<file path="config.mk">
export PLATFORM = sky130hd
export DESIGN_NAME = stc_timer_core
export DESIGN_NICKNAME = d
export VERILOG_FILES = /design/src/logic/stc_pkg.sv /design/src/logic/stc_pin_cond.sv /design/src/logic/stc_timer_core.sv
export VERILOG_INCLUDE_DIRS = /design/src /design/src/logic
export SDC_FILE = /design/constraint.sdc
export NUM_CORES = 1
export LEC_CHECK = 0
export ABC_AREA = 1
export BUFFER_PORTS_ARGS = -buffer_cell sky130_fd_sc_hd__buf_2
export CAP_MARGIN = 10
export CORE_ASPECT_RATIO = 1.25
export CORE_MARGIN = 3
export CORE_UTILIZATION = 60
export DETAILED_ROUTE_END_ITERATION = 10
export PLACE_DENSITY_LB_ADDON = 0.2
export SETUP_SLACK_MARGIN = 0.3
export SLEW_MARGIN = 20
export SYNTH_ARGS = -nofsm -noshare
export SYNTH_HDL_FRONTEND = slang
export SYNTH_SLANG_ARGS = --single-unit
</file>
<file path="constraint.sdc">
create_clock -name clk -period 3.55 [get_ports clk]
set_input_delay 0.355 -clock clk [delete_from_list [all_inputs] [get_ports clk]]
set_output_delay 0.355 -clock clk [all_outputs]
set_load 0.01 [all_outputs]
</file>
<file path="src/logic/stc_cfg.svh">
`ifndef STC_CFG_SVH
`define STC_CFG_SVH

// Register addresses on the 8-bit I/O port
`define STC_ADDR_W        4
`define STC_A_CNT_L       4'h0
`define STC_A_CNT_H       4'h1
`define STC_A_CMPA_L      4'h2
`define STC_A_CMPA_H      4'h3
`define STC_A_CMPB_L      4'h4
`define STC_A_CMPB_H      4'h5
`define STC_A_CMPC_L      4'h6
`define STC_A_CMPC_H      4'h7
`define STC_A_CAP_L       4'h8
`define STC_A_CAP_H       4'h9
`define STC_A_CTRL_A      4'hA
`define STC_A_CTRL_B      4'hB
`define STC_A_CTRL_C      4'hC
`define STC_A_FLAG        4'hD
`define STC_A_MASK        4'hE
`define STC_A_SFC         4'hF

// Field positions
`define STC_B_WGM_LO      1:0
`define STC_B_CS          2:0
`define STC_B_WGM_HI      4:3
`define STC_B_CAP_EDGE    6
`define STC_B_CAP_FILT    7
`define STC_B_CAP_ACMP    0
`define STC_B_FORCE       7:5
`define STC_B_SYNC_HOLD   7
`define STC_B_PCLR        0
`define STC_F_CAP         0
`define STC_F_CMP         3:1
`define STC_F_OVF         4

// Reset values and constants
`define STC_RST_BYTE      8'h00
`define STC_RST_WORD      16'h0000
`define STC_BOTTOM        16'h0000
`define STC_MAX           16'hFFFF
`define STC_TOP_8         16'h00FF
`define STC_TOP_9         16'h01FF
`define STC_TOP_10        16'h03FF
`define STC_NC_SAMPLES    4

`endif

</file>
<file path="src/logic/stc_pkg.sv">
package stc_pkg;

  typedef enum logic [2:0] {
    STC_CS_STOP     = 3'b000,
    STC_CS_DIV1     = 3'b001,
    STC_CS_DIV8     = 3'b010,
    STC_CS_DIV64    = 3'b011,
    STC_CS_DIV256   = 3'b100,
    STC_CS_DIV1024  = 3'b101,
    STC_CS_EXT_FALL = 3'b110,
    STC_CS_EXT_RISE = 3'b111
  } stc_clk_sel_t;

endpackage : stc_pkg

</file>
<file path="src/logic/stc_pin_cond.sv">
`timescale 1ns/1ps
`include "stc_cfg.svh"

module stc_pin_cond #(
  parameter int SAMPLES = `STC_NC_SAMPLES
) (
  input  wire logic clk,
  input  wire logic srst,
  input  wire logic pin,
  input  wire logic filt_en,
  output logic      level_ff,
  output logic      rise_ff,
  output logic      fall_ff
);

  logic       s1_ff;
  logic       s2_ff;
  logic       s3_ff;
  logic       stab_ff;
  logic [3:0] run_ff;
  logic       nxt_stab;
  logic [3:0] nxt_run;
  logic       nxt_level;

  always_comb begin
    nxt_stab  = (s2_ff == s3_ff) ? s3_ff : stab_ff;
    nxt_run   = 4'h0;
    nxt_level = level_ff;
    if (!filt_en) begin
      nxt_level = stab_ff;
    end else if (stab_ff != level_ff) begin
      // Level only follows after a full run of equal samples
      nxt_run = run_ff + 4'h1;
      if (nxt_run >= 4'(SAMPLES)) begin
        nxt_level = stab_ff;
        nxt_run   = 4'h0;
      end
    end
  end

  always_ff @(posedge clk) begin
    s1_ff <= pin;
    s2_ff <= s1_ff;
    s3_ff <= s2_ff;
    if (srst) begin
      stab_ff  <= 1'b0;
      run_ff   <= 4'h0;
      level_ff <= 1'b0;
      rise_ff  <= 1'b0;
      fall_ff  <= 1'b0;
    end else begin
      stab_ff  <= nxt_stab;
      run_ff   <= nxt_run;
      level_ff <= nxt_level;
      rise_ff  <= nxt_level & ~level_ff;
      fall_ff  <= ~nxt_level & level_ff;
    end
  end

endmodule : stc_pin_cond

</file>
<file path="src/logic/stc_timer_core.sv">
`timescale 1ns/1ps
`include "stc_cfg.svh"

module stc_timer_core #(
  parameter int PRE_W = 10
) (
  input  wire logic                      clk,
  input  wire logic                      srst,
  input  wire logic [`STC_ADDR_W-1:0]    io_addr,
  input  wire logic [7:0]                io_wdata,
  input  wire logic                      io_we,
  input  wire logic                      io_re,
  output logic      [7:0]                io_rdata_ff,
  input  wire logic                      legacy_mode,
  input  wire logic                      external_count_pin,
  input  wire logic                      capture_input_pin,
  input  wire logic                      comparator_out,
  input  wire logic [4:0]                irq_ack,
  output logic      [4:0]                irq_req_ff,
  output logic      [2:0]                compare_match_ff,
  output logic      [2:0]                compare_output_pins_ff,
  output logic                           bottom_ff,
  output logic                           max_ff,
  output logic                           top_ff
);

  logic [15:0]      counter_value_ff;
  logic [7:0]       temp_ff;
  logic [15:0]      cmp_buf_ff [3];
  logic [15:0]      cmp_act_ff [3];
  logic [15:0]      capture_reg_ff;
  logic [7:0]       ctrl_a_ff;
  logic [7:0]       ctrl_b_ff;
  logic [7:0]       ctrl_c_ff;
  logic [4:0]       flag_ff;
  logic [4:0]       mask_ff;
  logic             sync_hold_mode_ff;
  logic             shared_prescaler_clear_ff;
  logic [PRE_W-1:0] pre_ff;
  logic             moved_ff;

  logic [15:0]      nxt_counter_value;
  logic [7:0]       nxt_temp;
  logic [15:0]      nxt_cmp_buf [3];
  logic [15:0]      nxt_cmp_act [3];
  logic [15:0]      nxt_capture_reg;
  logic [7:0]       nxt_ctrl_a;
  logic [7:0]       nxt_ctrl_b;
  logic [7:0]       nxt_ctrl_c;
  logic [4:0]       nxt_flag;
  logic [4:0]       nxt_mask;
  logic             nxt_sync_hold_mode;
  logic             nxt_shared_prescaler_clear;
  logic [PRE_W-1:0] nxt_pre;
  logic             nxt_moved;
  logic [7:0]       nxt_rdata;
  logic [2:0]       nxt_match;
  logic [2:0]       nxt_pwm;
  logic [2:0]       hit;

  logic [3:0]       wgm;
  logic [15:0]      top_val;
  logic             pwm_mode;
  logic             presc_rst;
  logic             timer_tick;
  logic [2:0]       chan_en;
  logic             ext_rise;
  logic             ext_fall;
  logic             cap_rise;
  logic             cap_fall;
  logic             cap_event;
  logic             cap_acmp_rise;
  logic             cap_acmp_fall;
  logic             wr;
  logic             rd;

  // Fixed values, compare A or capture register as TOP
  function automatic logic [15:0] top_of(input logic [3:0]  mode,
                                          input logic [15:0] cmpa,
                                          input logic [15:0] capt);
    unique case (mode)
      4'h1, 4'h5:                top_of = `STC_TOP_8;
      4'h2, 4'h6:                top_of = `STC_TOP_9;
      4'h3, 4'h7:                top_of = `STC_TOP_10;
      4'h4, 4'h9, 4'hB, 4'hF:    top_of = cmpa;
      4'h8, 4'hA, 4'hC, 4'hE:    top_of = capt;
      default:                   top_of = `STC_MAX;
    endcase
  endfunction : top_of

  function automatic logic is_pwm(input logic [3:0] mode);
    is_pwm = !(mode == 4'h0 || mode == 4'h4 || mode == 4'hC || mode == 4'hD);
  endfunction : is_pwm

  function automatic logic ocra_is_top(input logic [3:0] mode);
    ocra_is_top = (mode == 4'h4 || mode == 4'h9 || mode == 4'hB || mode == 4'hF);
  endfunction : ocra_is_top

  function automatic logic icr_is_top(input logic [3:0] mode);
    icr_is_top = (mode == 4'h8 || mode == 4'hA || mode == 4'hC || mode == 4'hE);
  endfunction : icr_is_top

  stc_pin_cond u_ext_pin (
    .clk      (clk),
    .srst     (srst),
    .pin      (external_count_pin),
    .filt_en  (1'b0),
    .level_ff (),
    .rise_ff  (ext_rise),
    .fall_ff  (ext_fall)
  );

  stc_pin_cond u_cap_pin (
    .clk      (clk),
    .srst     (srst),
    .pin      (capture_input_pin),
    .filt_en  (ctrl_b_ff[`STC_B_CAP_FILT]),
    .level_ff (),
    .rise_ff  (cap_rise),
    .fall_ff  (cap_fall)
  );

  stc_pin_cond u_cap_acmp (
    .clk      (clk),
    .srst     (srst),
    .pin      (comparator_out),
    .filt_en  (ctrl_b_ff[`STC_B_CAP_FILT]),
    .level_ff (),
    .rise_ff  (cap_acmp_rise),
    .fall_ff  (cap_acmp_fall)
  );

  assign wgm      = {ctrl_b_ff[`STC_B_WGM_HI], ctrl_a_ff[`STC_B_WGM_LO]};
  assign top_val  = top_of(wgm, cmp_act_ff[0], capture_reg_ff);
  assign pwm_mode = is_pwm(wgm);
  assign wr       = io_we;
  assign rd       = io_re & ~io_we;
  // channel C absent in legacy mode
  assign chan_en  = {~legacy_mode, 2'b11};

  always_comb begin
    // prescaler held while clear bit stands
    presc_rst  = shared_prescaler_clear_ff
                 | (wr && io_addr == `STC_A_SFC && io_wdata[`STC_B_PCLR]);
    nxt_pre    = presc_rst ? '0 : pre_ff + 1'b1;
    // tick from prescaler tap or pin edge
    unique case (stc_pkg::stc_clk_sel_t'(ctrl_b_ff[`STC_B_CS]))
      stc_pkg::STC_CS_STOP:     timer_tick = 1'b0;
      stc_pkg::STC_CS_DIV1:     timer_tick = 1'b1;
      stc_pkg::STC_CS_DIV8:     timer_tick = &pre_ff[2:0];
      stc_pkg::STC_CS_DIV64:    timer_tick = &pre_ff[5:0];
      stc_pkg::STC_CS_DIV256:   timer_tick = &pre_ff[7:0];
      stc_pkg::STC_CS_DIV1024:  timer_tick = &pre_ff[9:0];
      stc_pkg::STC_CS_EXT_FALL: timer_tick = ext_fall;
      stc_pkg::STC_CS_EXT_RISE: timer_tick = ext_rise;
    endcase
    // no source means no tick; halted timers too
    timer_tick = timer_tick & ~presc_rst;
    cap_event  = ctrl_c_ff[`STC_B_CAP_ACMP]
                 ? (ctrl_b_ff[`STC_B_CAP_EDGE] ? cap_acmp_rise : cap_acmp_fall)
                 : (ctrl_b_ff[`STC_B_CAP_EDGE] ? cap_rise : cap_fall);
  end

  always_comb begin
    nxt_counter_value          = counter_value_ff;
    nxt_temp                   = temp_ff;
    nxt_cmp_buf                = cmp_buf_ff;
    nxt_cmp_act                = cmp_act_ff;
    nxt_capture_reg            = capture_reg_ff;
    nxt_ctrl_a                 = ctrl_a_ff;
    nxt_ctrl_b                 = ctrl_b_ff;
    nxt_ctrl_c                 = ctrl_c_ff;
    nxt_mask                   = mask_ff;
    nxt_sync_hold_mode         = sync_hold_mode_ff;
    nxt_shared_prescaler_clear = shared_prescaler_clear_ff & sync_hold_mode_ff;
    nxt_moved                  = 1'b0;
    nxt_rdata                  = io_rdata_ff;
    nxt_match                  = 3'b000;
    hit                        = 3'b000;
    nxt_pwm                    = compare_output_pins_ff;
    nxt_flag                   = flag_ff & ~irq_ack;

    // Counting; wrap at TOP
    if (timer_tick) begin
      nxt_moved = 1'b1;
      nxt_counter_value = (counter_value_ff == top_val) ? `STC_BOTTOM
                                                        : counter_value_ff + 16'h0001;
      if (counter_value_ff == top_val) begin
        // buffered compare values load at wrap in PWM modes
        if (pwm_mode) begin
          nxt_cmp_act = cmp_buf_ff;
        end
      end
    end

    // compare each enabled channel after every counter move
    for (int i = 0; i < 3; i++) begin
      if (moved_ff && chan_en[i] && counter_value_ff == cmp_act_ff[i]) begin
        hit[i] = 1'b1;
      end
    end
    // Forced compare strobes pulse the match outputs in non-PWM modes only, set no flag and leave the waveform low
    nxt_match = hit | (ctrl_c_ff[`STC_B_FORCE] & chan_en & {3{~pwm_mode}});

    // Simple waveform: set at BOTTOM, clear on match
    for (int i = 0; i < 3; i++) begin
      if (!pwm_mode || !chan_en[i]) begin
        nxt_pwm[i] = 1'b0;
      end else if (moved_ff && counter_value_ff == `STC_BOTTOM) begin
        nxt_pwm[i] = 1'b1;
      end else if (nxt_match[i]) begin
        nxt_pwm[i] = 1'b0;
      end
    end
    // channel A silent when it sets TOP
    if (ocra_is_top(wgm)) begin
      nxt_pwm[0] = 1'b0;
    end
    nxt_ctrl_c[`STC_B_FORCE] = 3'b000;

    // capture counter on edge unless capture register is TOP
    if (cap_event && !icr_is_top(wgm)) begin
      nxt_capture_reg = counter_value_ff;
    end

    // Host reads
    if (rd) begin
      unique case (io_addr)
        `STC_A_CNT_L: begin
          nxt_rdata = counter_value_ff[7:0];
          // low read fills temp same cycle
          nxt_temp  = counter_value_ff[15:8];
        end
        `STC_A_CAP_L: begin
          nxt_rdata = capture_reg_ff[7:0];
          nxt_temp  = capture_reg_ff[15:8];
        end
        // high read returns what low read stored
        `STC_A_CNT_H, `STC_A_CAP_H: nxt_rdata = temp_ff;
        `STC_A_CMPA_L: nxt_rdata = cmp_buf_ff[0][7:0];
        `STC_A_CMPA_H: nxt_rdata = cmp_buf_ff[0][15:8];
        `STC_A_CMPB_L: nxt_rdata = cmp_buf_ff[1][7:0];
        `STC_A_CMPB_H: nxt_rdata = cmp_buf_ff[1][15:8];
        `STC_A_CMPC_L: nxt_rdata = chan_en[2] ? cmp_buf_ff[2][7:0] : `STC_RST_BYTE;
        `STC_A_CMPC_H: nxt_rdata = chan_en[2] ? cmp_buf_ff[2][15:8] : `STC_RST_BYTE;
        `STC_A_CTRL_A: nxt_rdata = ctrl_a_ff;
        `STC_A_CTRL_B: nxt_rdata = ctrl_b_ff;
        `STC_A_CTRL_C: nxt_rdata = ctrl_c_ff;
        `STC_A_FLAG:   nxt_rdata = {3'b000, flag_ff};
        `STC_A_MASK:   nxt_rdata = {3'b000, mask_ff};
        `STC_A_SFC:    nxt_rdata = {sync_hold_mode_ff, 6'b000000,
                                    shared_prescaler_clear_ff};
      endcase
    end

    // Host writes; placed after counting so they override it
    if (wr) begin
      unique case (io_addr)
        `STC_A_CNT_H, `STC_A_CMPA_H, `STC_A_CMPB_H, `STC_A_CMPC_H, `STC_A_CAP_H:
          nxt_temp = io_wdata;
        // host write beats count and clear
        `STC_A_CNT_L: nxt_counter_value = {temp_ff, io_wdata};
        `STC_A_CAP_L: nxt_capture_reg   = {temp_ff, io_wdata};
        `STC_A_CMPA_L, `STC_A_CMPB_L, `STC_A_CMPC_L: begin
          nxt_cmp_buf[io_addr[2:1] - 2'd1] = {temp_ff, io_wdata};
          if (!pwm_mode) begin
            nxt_cmp_act[io_addr[2:1] - 2'd1] = {temp_ff, io_wdata};
          end
        end
        `STC_A_CTRL_A: nxt_ctrl_a = io_wdata;
        `STC_A_CTRL_B: nxt_ctrl_b = io_wdata;
        `STC_A_CTRL_C: nxt_ctrl_c = io_wdata;
        `STC_A_FLAG:   nxt_flag   = nxt_flag & ~io_wdata[4:0];
        `STC_A_MASK:   nxt_mask   = io_wdata[4:0];
        `STC_A_SFC: begin
          nxt_sync_hold_mode = io_wdata[`STC_B_SYNC_HOLD];
          // clear bit survives only while sync mode stays set
          nxt_shared_prescaler_clear = io_wdata[`STC_B_PCLR]
                                       & io_wdata[`STC_B_SYNC_HOLD];
        end
      endcase
    end

    // Hardware sets applied after software clears so they win
    // match flags
    nxt_flag[`STC_F_CMP] = nxt_flag[`STC_F_CMP] | hit;
    if (cap_event && !icr_is_top(wgm)) begin
      nxt_flag[`STC_F_CAP] = 1'b1;
    end
    if (timer_tick && counter_value_ff == top_val) begin
      nxt_flag[`STC_F_OVF] = 1'b1;
    end
  end

  always_ff @(posedge clk) begin
    if (srst) begin
      counter_value_ff          <= `STC_RST_WORD;
      temp_ff                   <= `STC_RST_BYTE;
      capture_reg_ff            <= `STC_RST_WORD;
      ctrl_a_ff                 <= `STC_RST_BYTE;
      ctrl_b_ff                 <= `STC_RST_BYTE;
      ctrl_c_ff                 <= `STC_RST_BYTE;
      flag_ff                   <= 5'h00;
      mask_ff                   <= 5'h00;
      sync_hold_mode_ff         <= 1'b0;
      shared_prescaler_clear_ff <= 1'b0;
      pre_ff                    <= '0;
      moved_ff                  <= 1'b0;
      io_rdata_ff               <= `STC_RST_BYTE;
      irq_req_ff                <= 5'h00;
      compare_match_ff          <= 3'b000;
      compare_output_pins_ff    <= 3'b000;
      bottom_ff                 <= 1'b0;
      max_ff                    <= 1'b0;
      top_ff                    <= 1'b0;
      for (int i = 0; i < 3; i++) begin
        cmp_buf_ff[i] <= `STC_RST_WORD;
        cmp_act_ff[i] <= `STC_RST_WORD;
      end
    end else begin
      counter_value_ff          <= nxt_counter_value;
      temp_ff                   <= nxt_temp;
      cmp_buf_ff                <= nxt_cmp_buf;
      cmp_act_ff                <= nxt_cmp_act;
      capture_reg_ff            <= nxt_capture_reg;
      ctrl_a_ff                 <= nxt_ctrl_a;
      ctrl_b_ff                 <= nxt_ctrl_b;
      ctrl_c_ff                 <= nxt_ctrl_c;
      flag_ff                   <= nxt_flag;
      mask_ff                   <= nxt_mask;
      sync_hold_mode_ff         <= nxt_sync_hold_mode;
      shared_prescaler_clear_ff <= nxt_shared_prescaler_clear;
      pre_ff                    <= nxt_pre;
      moved_ff                  <= nxt_moved;
      io_rdata_ff               <= nxt_rdata;
      // each request gated by its mask bit
      irq_req_ff                <= nxt_flag & nxt_mask;
      compare_match_ff          <= nxt_match;
      compare_output_pins_ff    <= nxt_pwm;
      bottom_ff                 <= (nxt_counter_value == `STC_BOTTOM);
      max_ff                    <= (nxt_counter_value == `STC_MAX);
      top_ff                    <= (nxt_counter_value == top_val);
    end
  end

endmodule : stc_timer_core

</file>
==> flow_metrics.env <==
export IMPL_timing_critical_path_fanout_max=12
export IMPL_fill_cells=1779
export IMPL_synth_simple_area_share_pct=26.8
export IMPL_postSynthAreaPerCell_um2=6.96
export IMPL_post_synthesis_async_set_or_reset_flop_share_pct=0
export IMPL_cp_num_buf_inv=2
export IMPL_drt_pre_antenna_iters=8
export IMPL_status="complete, no violations"
export IMPL_rows=57
export IMPL_worstReg2RegEnd="top_ff"
export IMPL_yosys_cell_count_top_type="sky130_fd_sc_hd__nand2_1"
export IMPL_initialDrtViolationCount=1643
export IMPL_cap_viol_max_count=0
export IMPL_fin_util_pct=68.7
export IMPL_synth_seq_area_share_pct=38.9
export IMPL_cpMostUsedCell="sky130_fd_sc_hd__nand2_1"
export IMPL_post_synthesis_cell_type_with_the_largest_combined_area="sky130_fd_sc_hd__dfxtp_1"
export IMPL_final_std_cell_area_no_fill_mm2=0.0134
export IMPL_global_route_wire_length_before_repair_um=65300
export IMPL_die_w_um=133
export IMPL_final_non_filler_cells=2046
export IMPL_gate_family_responsible_for_the_most_delay_along_the_worst_path="simple AND/OR/NAND/NOR gates"
export IMPL_global_route_peak_usage_layer="met2"
export IMPL_grt_use_total_pct=38.1
export IMPL_antenna_left=0
export IMPL_hpwlAfterDp_um=30300
export IMPL_combPwrFrac_pct=8.0
export IMPL_synth_cells_most_frequent="sky130_fd_sc_hd__nand2_1 (393), sky130_fd_sc_hd__dfxtp_1 (234), sky130_fd_sc_hd__inv_1 (212)"
export IMPL_layout_drive_gt1_share_pct=9.94
export IMPL_power_share_clock_pct=46.6
export IMPL_synthAdderAreaFrac_pct=0.624
export IMPL_critical_path_required_ns=4.04
export IMPL_timing_max_transition_violations_final=0
export IMPL_clkSlewWorstSetupHoldPaths_ns=0.07
export IMPL_synthToLayoutAreaGrowth_pct=11.6
export IMPL_max_freq_ghz=0.344
export IMPL_ctsLongestPathBuffers=3
export IMPL_peakVddDrop_v=0.000437
export IMPL_synth_compound_area_share_pct=20.5
export IMPL_routed_via_count=12600
export IMPL_finalHoldViolCount=0
export IMPL_synth_area_mm2=0.0120
export IMPL_synth_top_family_by_area="simple AND/OR/NAND/NOR gates"
export IMPL_class_of_the_tightest_hold_or_removal_check="in2reg"
export IMPL_dieArea_mm2=0.0218
export IMPL_clock_tree_root_cell="sky130_fd_sc_hd__clkbuf_16"
export IMPL_fin_hold_ws_ns=0.106
export IMPL_synth_top_cells_by_area="sky130_fd_sc_hd__dfxtp_1 (39%), sky130_fd_sc_hd__nand2_1 (12%), sky130_fd_sc_hd__inv_1 (6.6%)"
export IMPL_critical_path_arrival_ns=3.39
export IMPL_grt_max_degree=97
export IMPL_detail_route_drc_violations=0
export IMPL_critical_path_sink_type="flip-flop"
export IMPL_report_final_setup_viol=0
export IMPL_dpl_cell_area_mm2=0.0124
export IMPL_ioPinCount=47
export IMPL_maxSlewHeadroom_pct=38.9
export IMPL_portBuffers=46
export IMPL_met2_usage_pct=59.6
export IMPL_timing_final_crit_period_ns=2.90
export IMPL_setup_tns_final_ns=0
export IMPL_yosysTopAreaCellShare_pct=38.9
export IMPL_syn_inst=1729
export IMPL_crit_chain="ha_1, nand3_1, nor2_1, o21ai_0, a21oi_2, nand2_1, buf_4, nor2_1, nand2_1, a21oi_1, nand2_1, nand2_1, inv_1, nand2_1, o21ai_0, nor2_1, nand3_1, nor2_1"
export IMPL_total_leakage_power_uw=0.00568
export IMPL_layout_nets=1793
export IMPL_r2r_start="pre_ff[0]"
export IMPL_transition_time_at_the_pin_with_the_least_slew_margin_ns=0.915
export IMPL_tritoncts_num_buffers=25
export IMPL_rsz_0062_raised_after_global_routing="false"
export IMPL_ctsHtreeMaxLevel=1
export IMPL_post_place_cells=1990
export IMPL_floorplan_core_area_mm2=0.0195
export IMPL_predominant_post_synthesis_flop_cell="sky130_fd_sc_hd__dfxtp_1"
export IMPL_worst_hold_startpoint="irq_ack[2]"
export IMPL_min_delay_worst_endpoint="flag_ff[2]"
export IMPL_initial_core_util_pct=61.6
export IMPL_tritoncts_clock_tree="built"
export IMPL_switching_power_uw=1550
export IMPL_slowest_delay_ns=0.35
export IMPL_global_route_usage_met3_pct=7.38
export IMPL_wl_per_cell_um=20.6
export IMPL_r2r_cell_count=18
export IMPL_worstSetupStartpointType="flip-flop"
export IMPL_layout_worst_path_cycle_share_pct=81.8
export IMPL_synth_xor_xnor_area_share_pct=2.26
export IMPL_die_height_um=164
export IMPL_final_setup_skew_ns=0.0137
export IMPL_antenna_violations_before_repair=1
export IMPL_internal_power_uw=4510
export IMPL_met1_usage_pct=49.3
export IMPL_muxShareOfSynthArea_pct=0.416
export IMPL_sw_frac_of_total_pct=25.6
export IMPL_slowest_stage="sky130_fd_sc_hd__dfxtp_1"
export IMPL_reg2reg_slack_ns=0.65
export IMPL_synth_ff_latch_count=234
export IMPL_worstSkewPairLatency_ns=0.55
export IMPL_postRouteWirelength_um=42200
export IMPL_replace_congestion=1.03
export IMPL_grt_pass1_vias=11500
export IMPL_yosysWarningCount=0
export IMPL_numClockSinks=234
export IMPL_synth_lib_cells_used_distinct=51
export IMPL_power_frac_seq_pct=45.4
export IMPL_timing_setup_critical_path_class="reg2reg"
export IMPL_vias_per_std_cell=6.15
export IMPL_power_density_cell_area_mw_per_mm2=452
export IMPL_grt_overflow_total=0
export IMPL_synth_edf_count=0
export IMPL_worstHoldPathCells=4
## flip-flops by register name, summed over array words and instances, names as in the netlist, 3 cells and up
| signal | cells |
|---|---|
| counter_value_ff | 16 |
| mask_ff | 5 |
| compare_match_ff | 3 |
| cmp_buf_ff | 48 |
| flag_ff | 5 |
| ctrl_c_ff | 8 |
| io_rdata_ff | 8 |
| compare_output_pins_ff | 3 |
| ctrl_a_ff | 8 |
| cmp_act_ff | 48 |
| capture_reg_ff | 16 |
| pre_ff | 10 |
| u_cap_pin.run_ff | 4 |
| ctrl_b_ff | 8 |
| temp_ff | 8 |
| u_cap_acmp.run_ff | 4 |
| irq_req_ff | 5 |
## placed cells by master (no fill, tap or decap), types with 6 or more instances in the layout
cell type and count:
sky130_fd_sc_hd__nand2_1 392, sky130_fd_sc_hd__dfxtp_1 234, sky130_fd_sc_hd__inv_1 212, sky130_fd_sc_hd__nor2_1 153, sky130_fd_sc_hd__a21oi_1 138, sky130_fd_sc_hd__o21ai_0 128, sky130_fd_sc_hd__nand3_1 70, sky130_fd_sc_hd__buf_2 45
sky130_fd_sc_hd__o211ai_1 37, sky130_fd_sc_hd__nand4_1 33, sky130_fd_sc_hd__buf_4 33, sky130_fd_sc_hd__o22ai_1 30, sky130_fd_sc_hd__clkbuf_16 25, sky130_fd_sc_hd__a221oi_1 23, sky130_fd_sc_hd__nor3_1 22, sky130_fd_sc_hd__xnor2_1 18
sky130_fd_sc_hd__nand3_2 17, sky130_fd_sc_hd__a211oi_1 17, sky130_fd_sc_hd__a311oi_1 16, sky130_fd_sc_hd__nand2_2 13, sky130_fd_sc_hd__xor2_1 13, sky130_fd_sc_hd__o2111ai_1 10, sky130_fd_sc_hd__clkinv_1 9, sky130_fd_sc_hd__inv_2 8
sky130_fd_sc_hd__ha_1 6
## worst register-to-register path, cell delays in order, from the launching register on
cell	delay (ns)
sky130_fd_sc_hd__dfxtp_1	0.35
sky130_fd_sc_hd__ha_1	0.18
sky130_fd_sc_hd__nand3_1	0.11
sky130_fd_sc_hd__nor2_1	0.26
sky130_fd_sc_hd__o21ai_0	0.21
sky130_fd_sc_hd__a21oi_2	0.25
sky130_fd_sc_hd__nand2_1	0.14
sky130_fd_sc_hd__buf_4	0.22
sky130_fd_sc_hd__nor2_1	0.18
sky130_fd_sc_hd__nand2_1	0.08
sky130_fd_sc_hd__a21oi_1	0.17
sky130_fd_sc_hd__nand2_1	0.07
sky130_fd_sc_hd__nand2_1	0.14
sky130_fd_sc_hd__inv_1	0.07
sky130_fd_sc_hd__nand2_1	0.05
sky130_fd_sc_hd__o21ai_0	0.07
sky130_fd_sc_hd__nor2_1	0.12
sky130_fd_sc_hd__nand3_1	0.09
sky130_fd_sc_hd__nor2_1	0.09
## final cells by class
class | count | area [um2] | share of cell area, %
multi-input combinational | 1188 | 6110 | 45.5
sequential | 234 | 4680 | 34.9
inverter | 230 | 865 | 6.44
clock buffer | 33 | 696 | 5.18
timing repair buffer | 83 | 543 | 4.05
tap | 265 | 332 | 2.47
clock inverter | 12 | 188 | 1.40
antenna | 1 | 2.50 | 0.0186
## repair_timing
item                                    in CTS  in global routing
setup buffers                                0                  7
resized for setup                            0                  2
hold buffers                                 3                  0
endpoints found under the hold margin        3                  0
endpoints found under the setup margin       0                  2
## stage by stage
stage	worst slack [ns]	power, uW
6_report	0.647	6060
3_5_place_dp	0.553	3270
3_3_place_gp	0.634	3270
5_1_grt	0.393	6210
2_1_floorplan	1.29	3090
4_1_cts	0.530	6050
## power groups by stage
stage | clock [uW] | sequential (uW) | combinational, uW
floorplan | 0 | 2780 | 313
global placement | 0 | 2810 | 459
detailed placement | 0 | 2810 | 465
CTS | 2830 | 2750 | 470
global route | 2930 | 2760 | 530
finish | 2820 | 2750 | 487
## worst max-delay path by stage
stage | from | to | cells past startpoint
after floorplan | pre_ff[0] | top_ff | 20
after global placement | pre_ff[0] | top_ff | 17
after detailed placement | pre_ff[0] | top_ff | 17
after CTS | pre_ff[0] | top_ff | 17
after global routing | pre_ff[0] | top_ff | 18
final | pre_ff[0] | top_ff | 18
## kinds of logic (layout without fill, tap and decap cells)
family | after synthesis | count (layout)
flops | 234 | 234
other cells | 1 | 5
mux | 5 | 5
fa+ha+maj | 6 | 6
buf+inv | 310 | 358
simple gates | 728 | 728
compound gates | 414 | 414
xor+xnor | 31 | 31
## layer usage
metal,part of all wire (%),wire [um]
met2,43,18300
met1,38,15900
met5,0.026,11
met4,7.2,3030
met3,12,5040
Note: power is estimated with default switching activity, not from simulation.
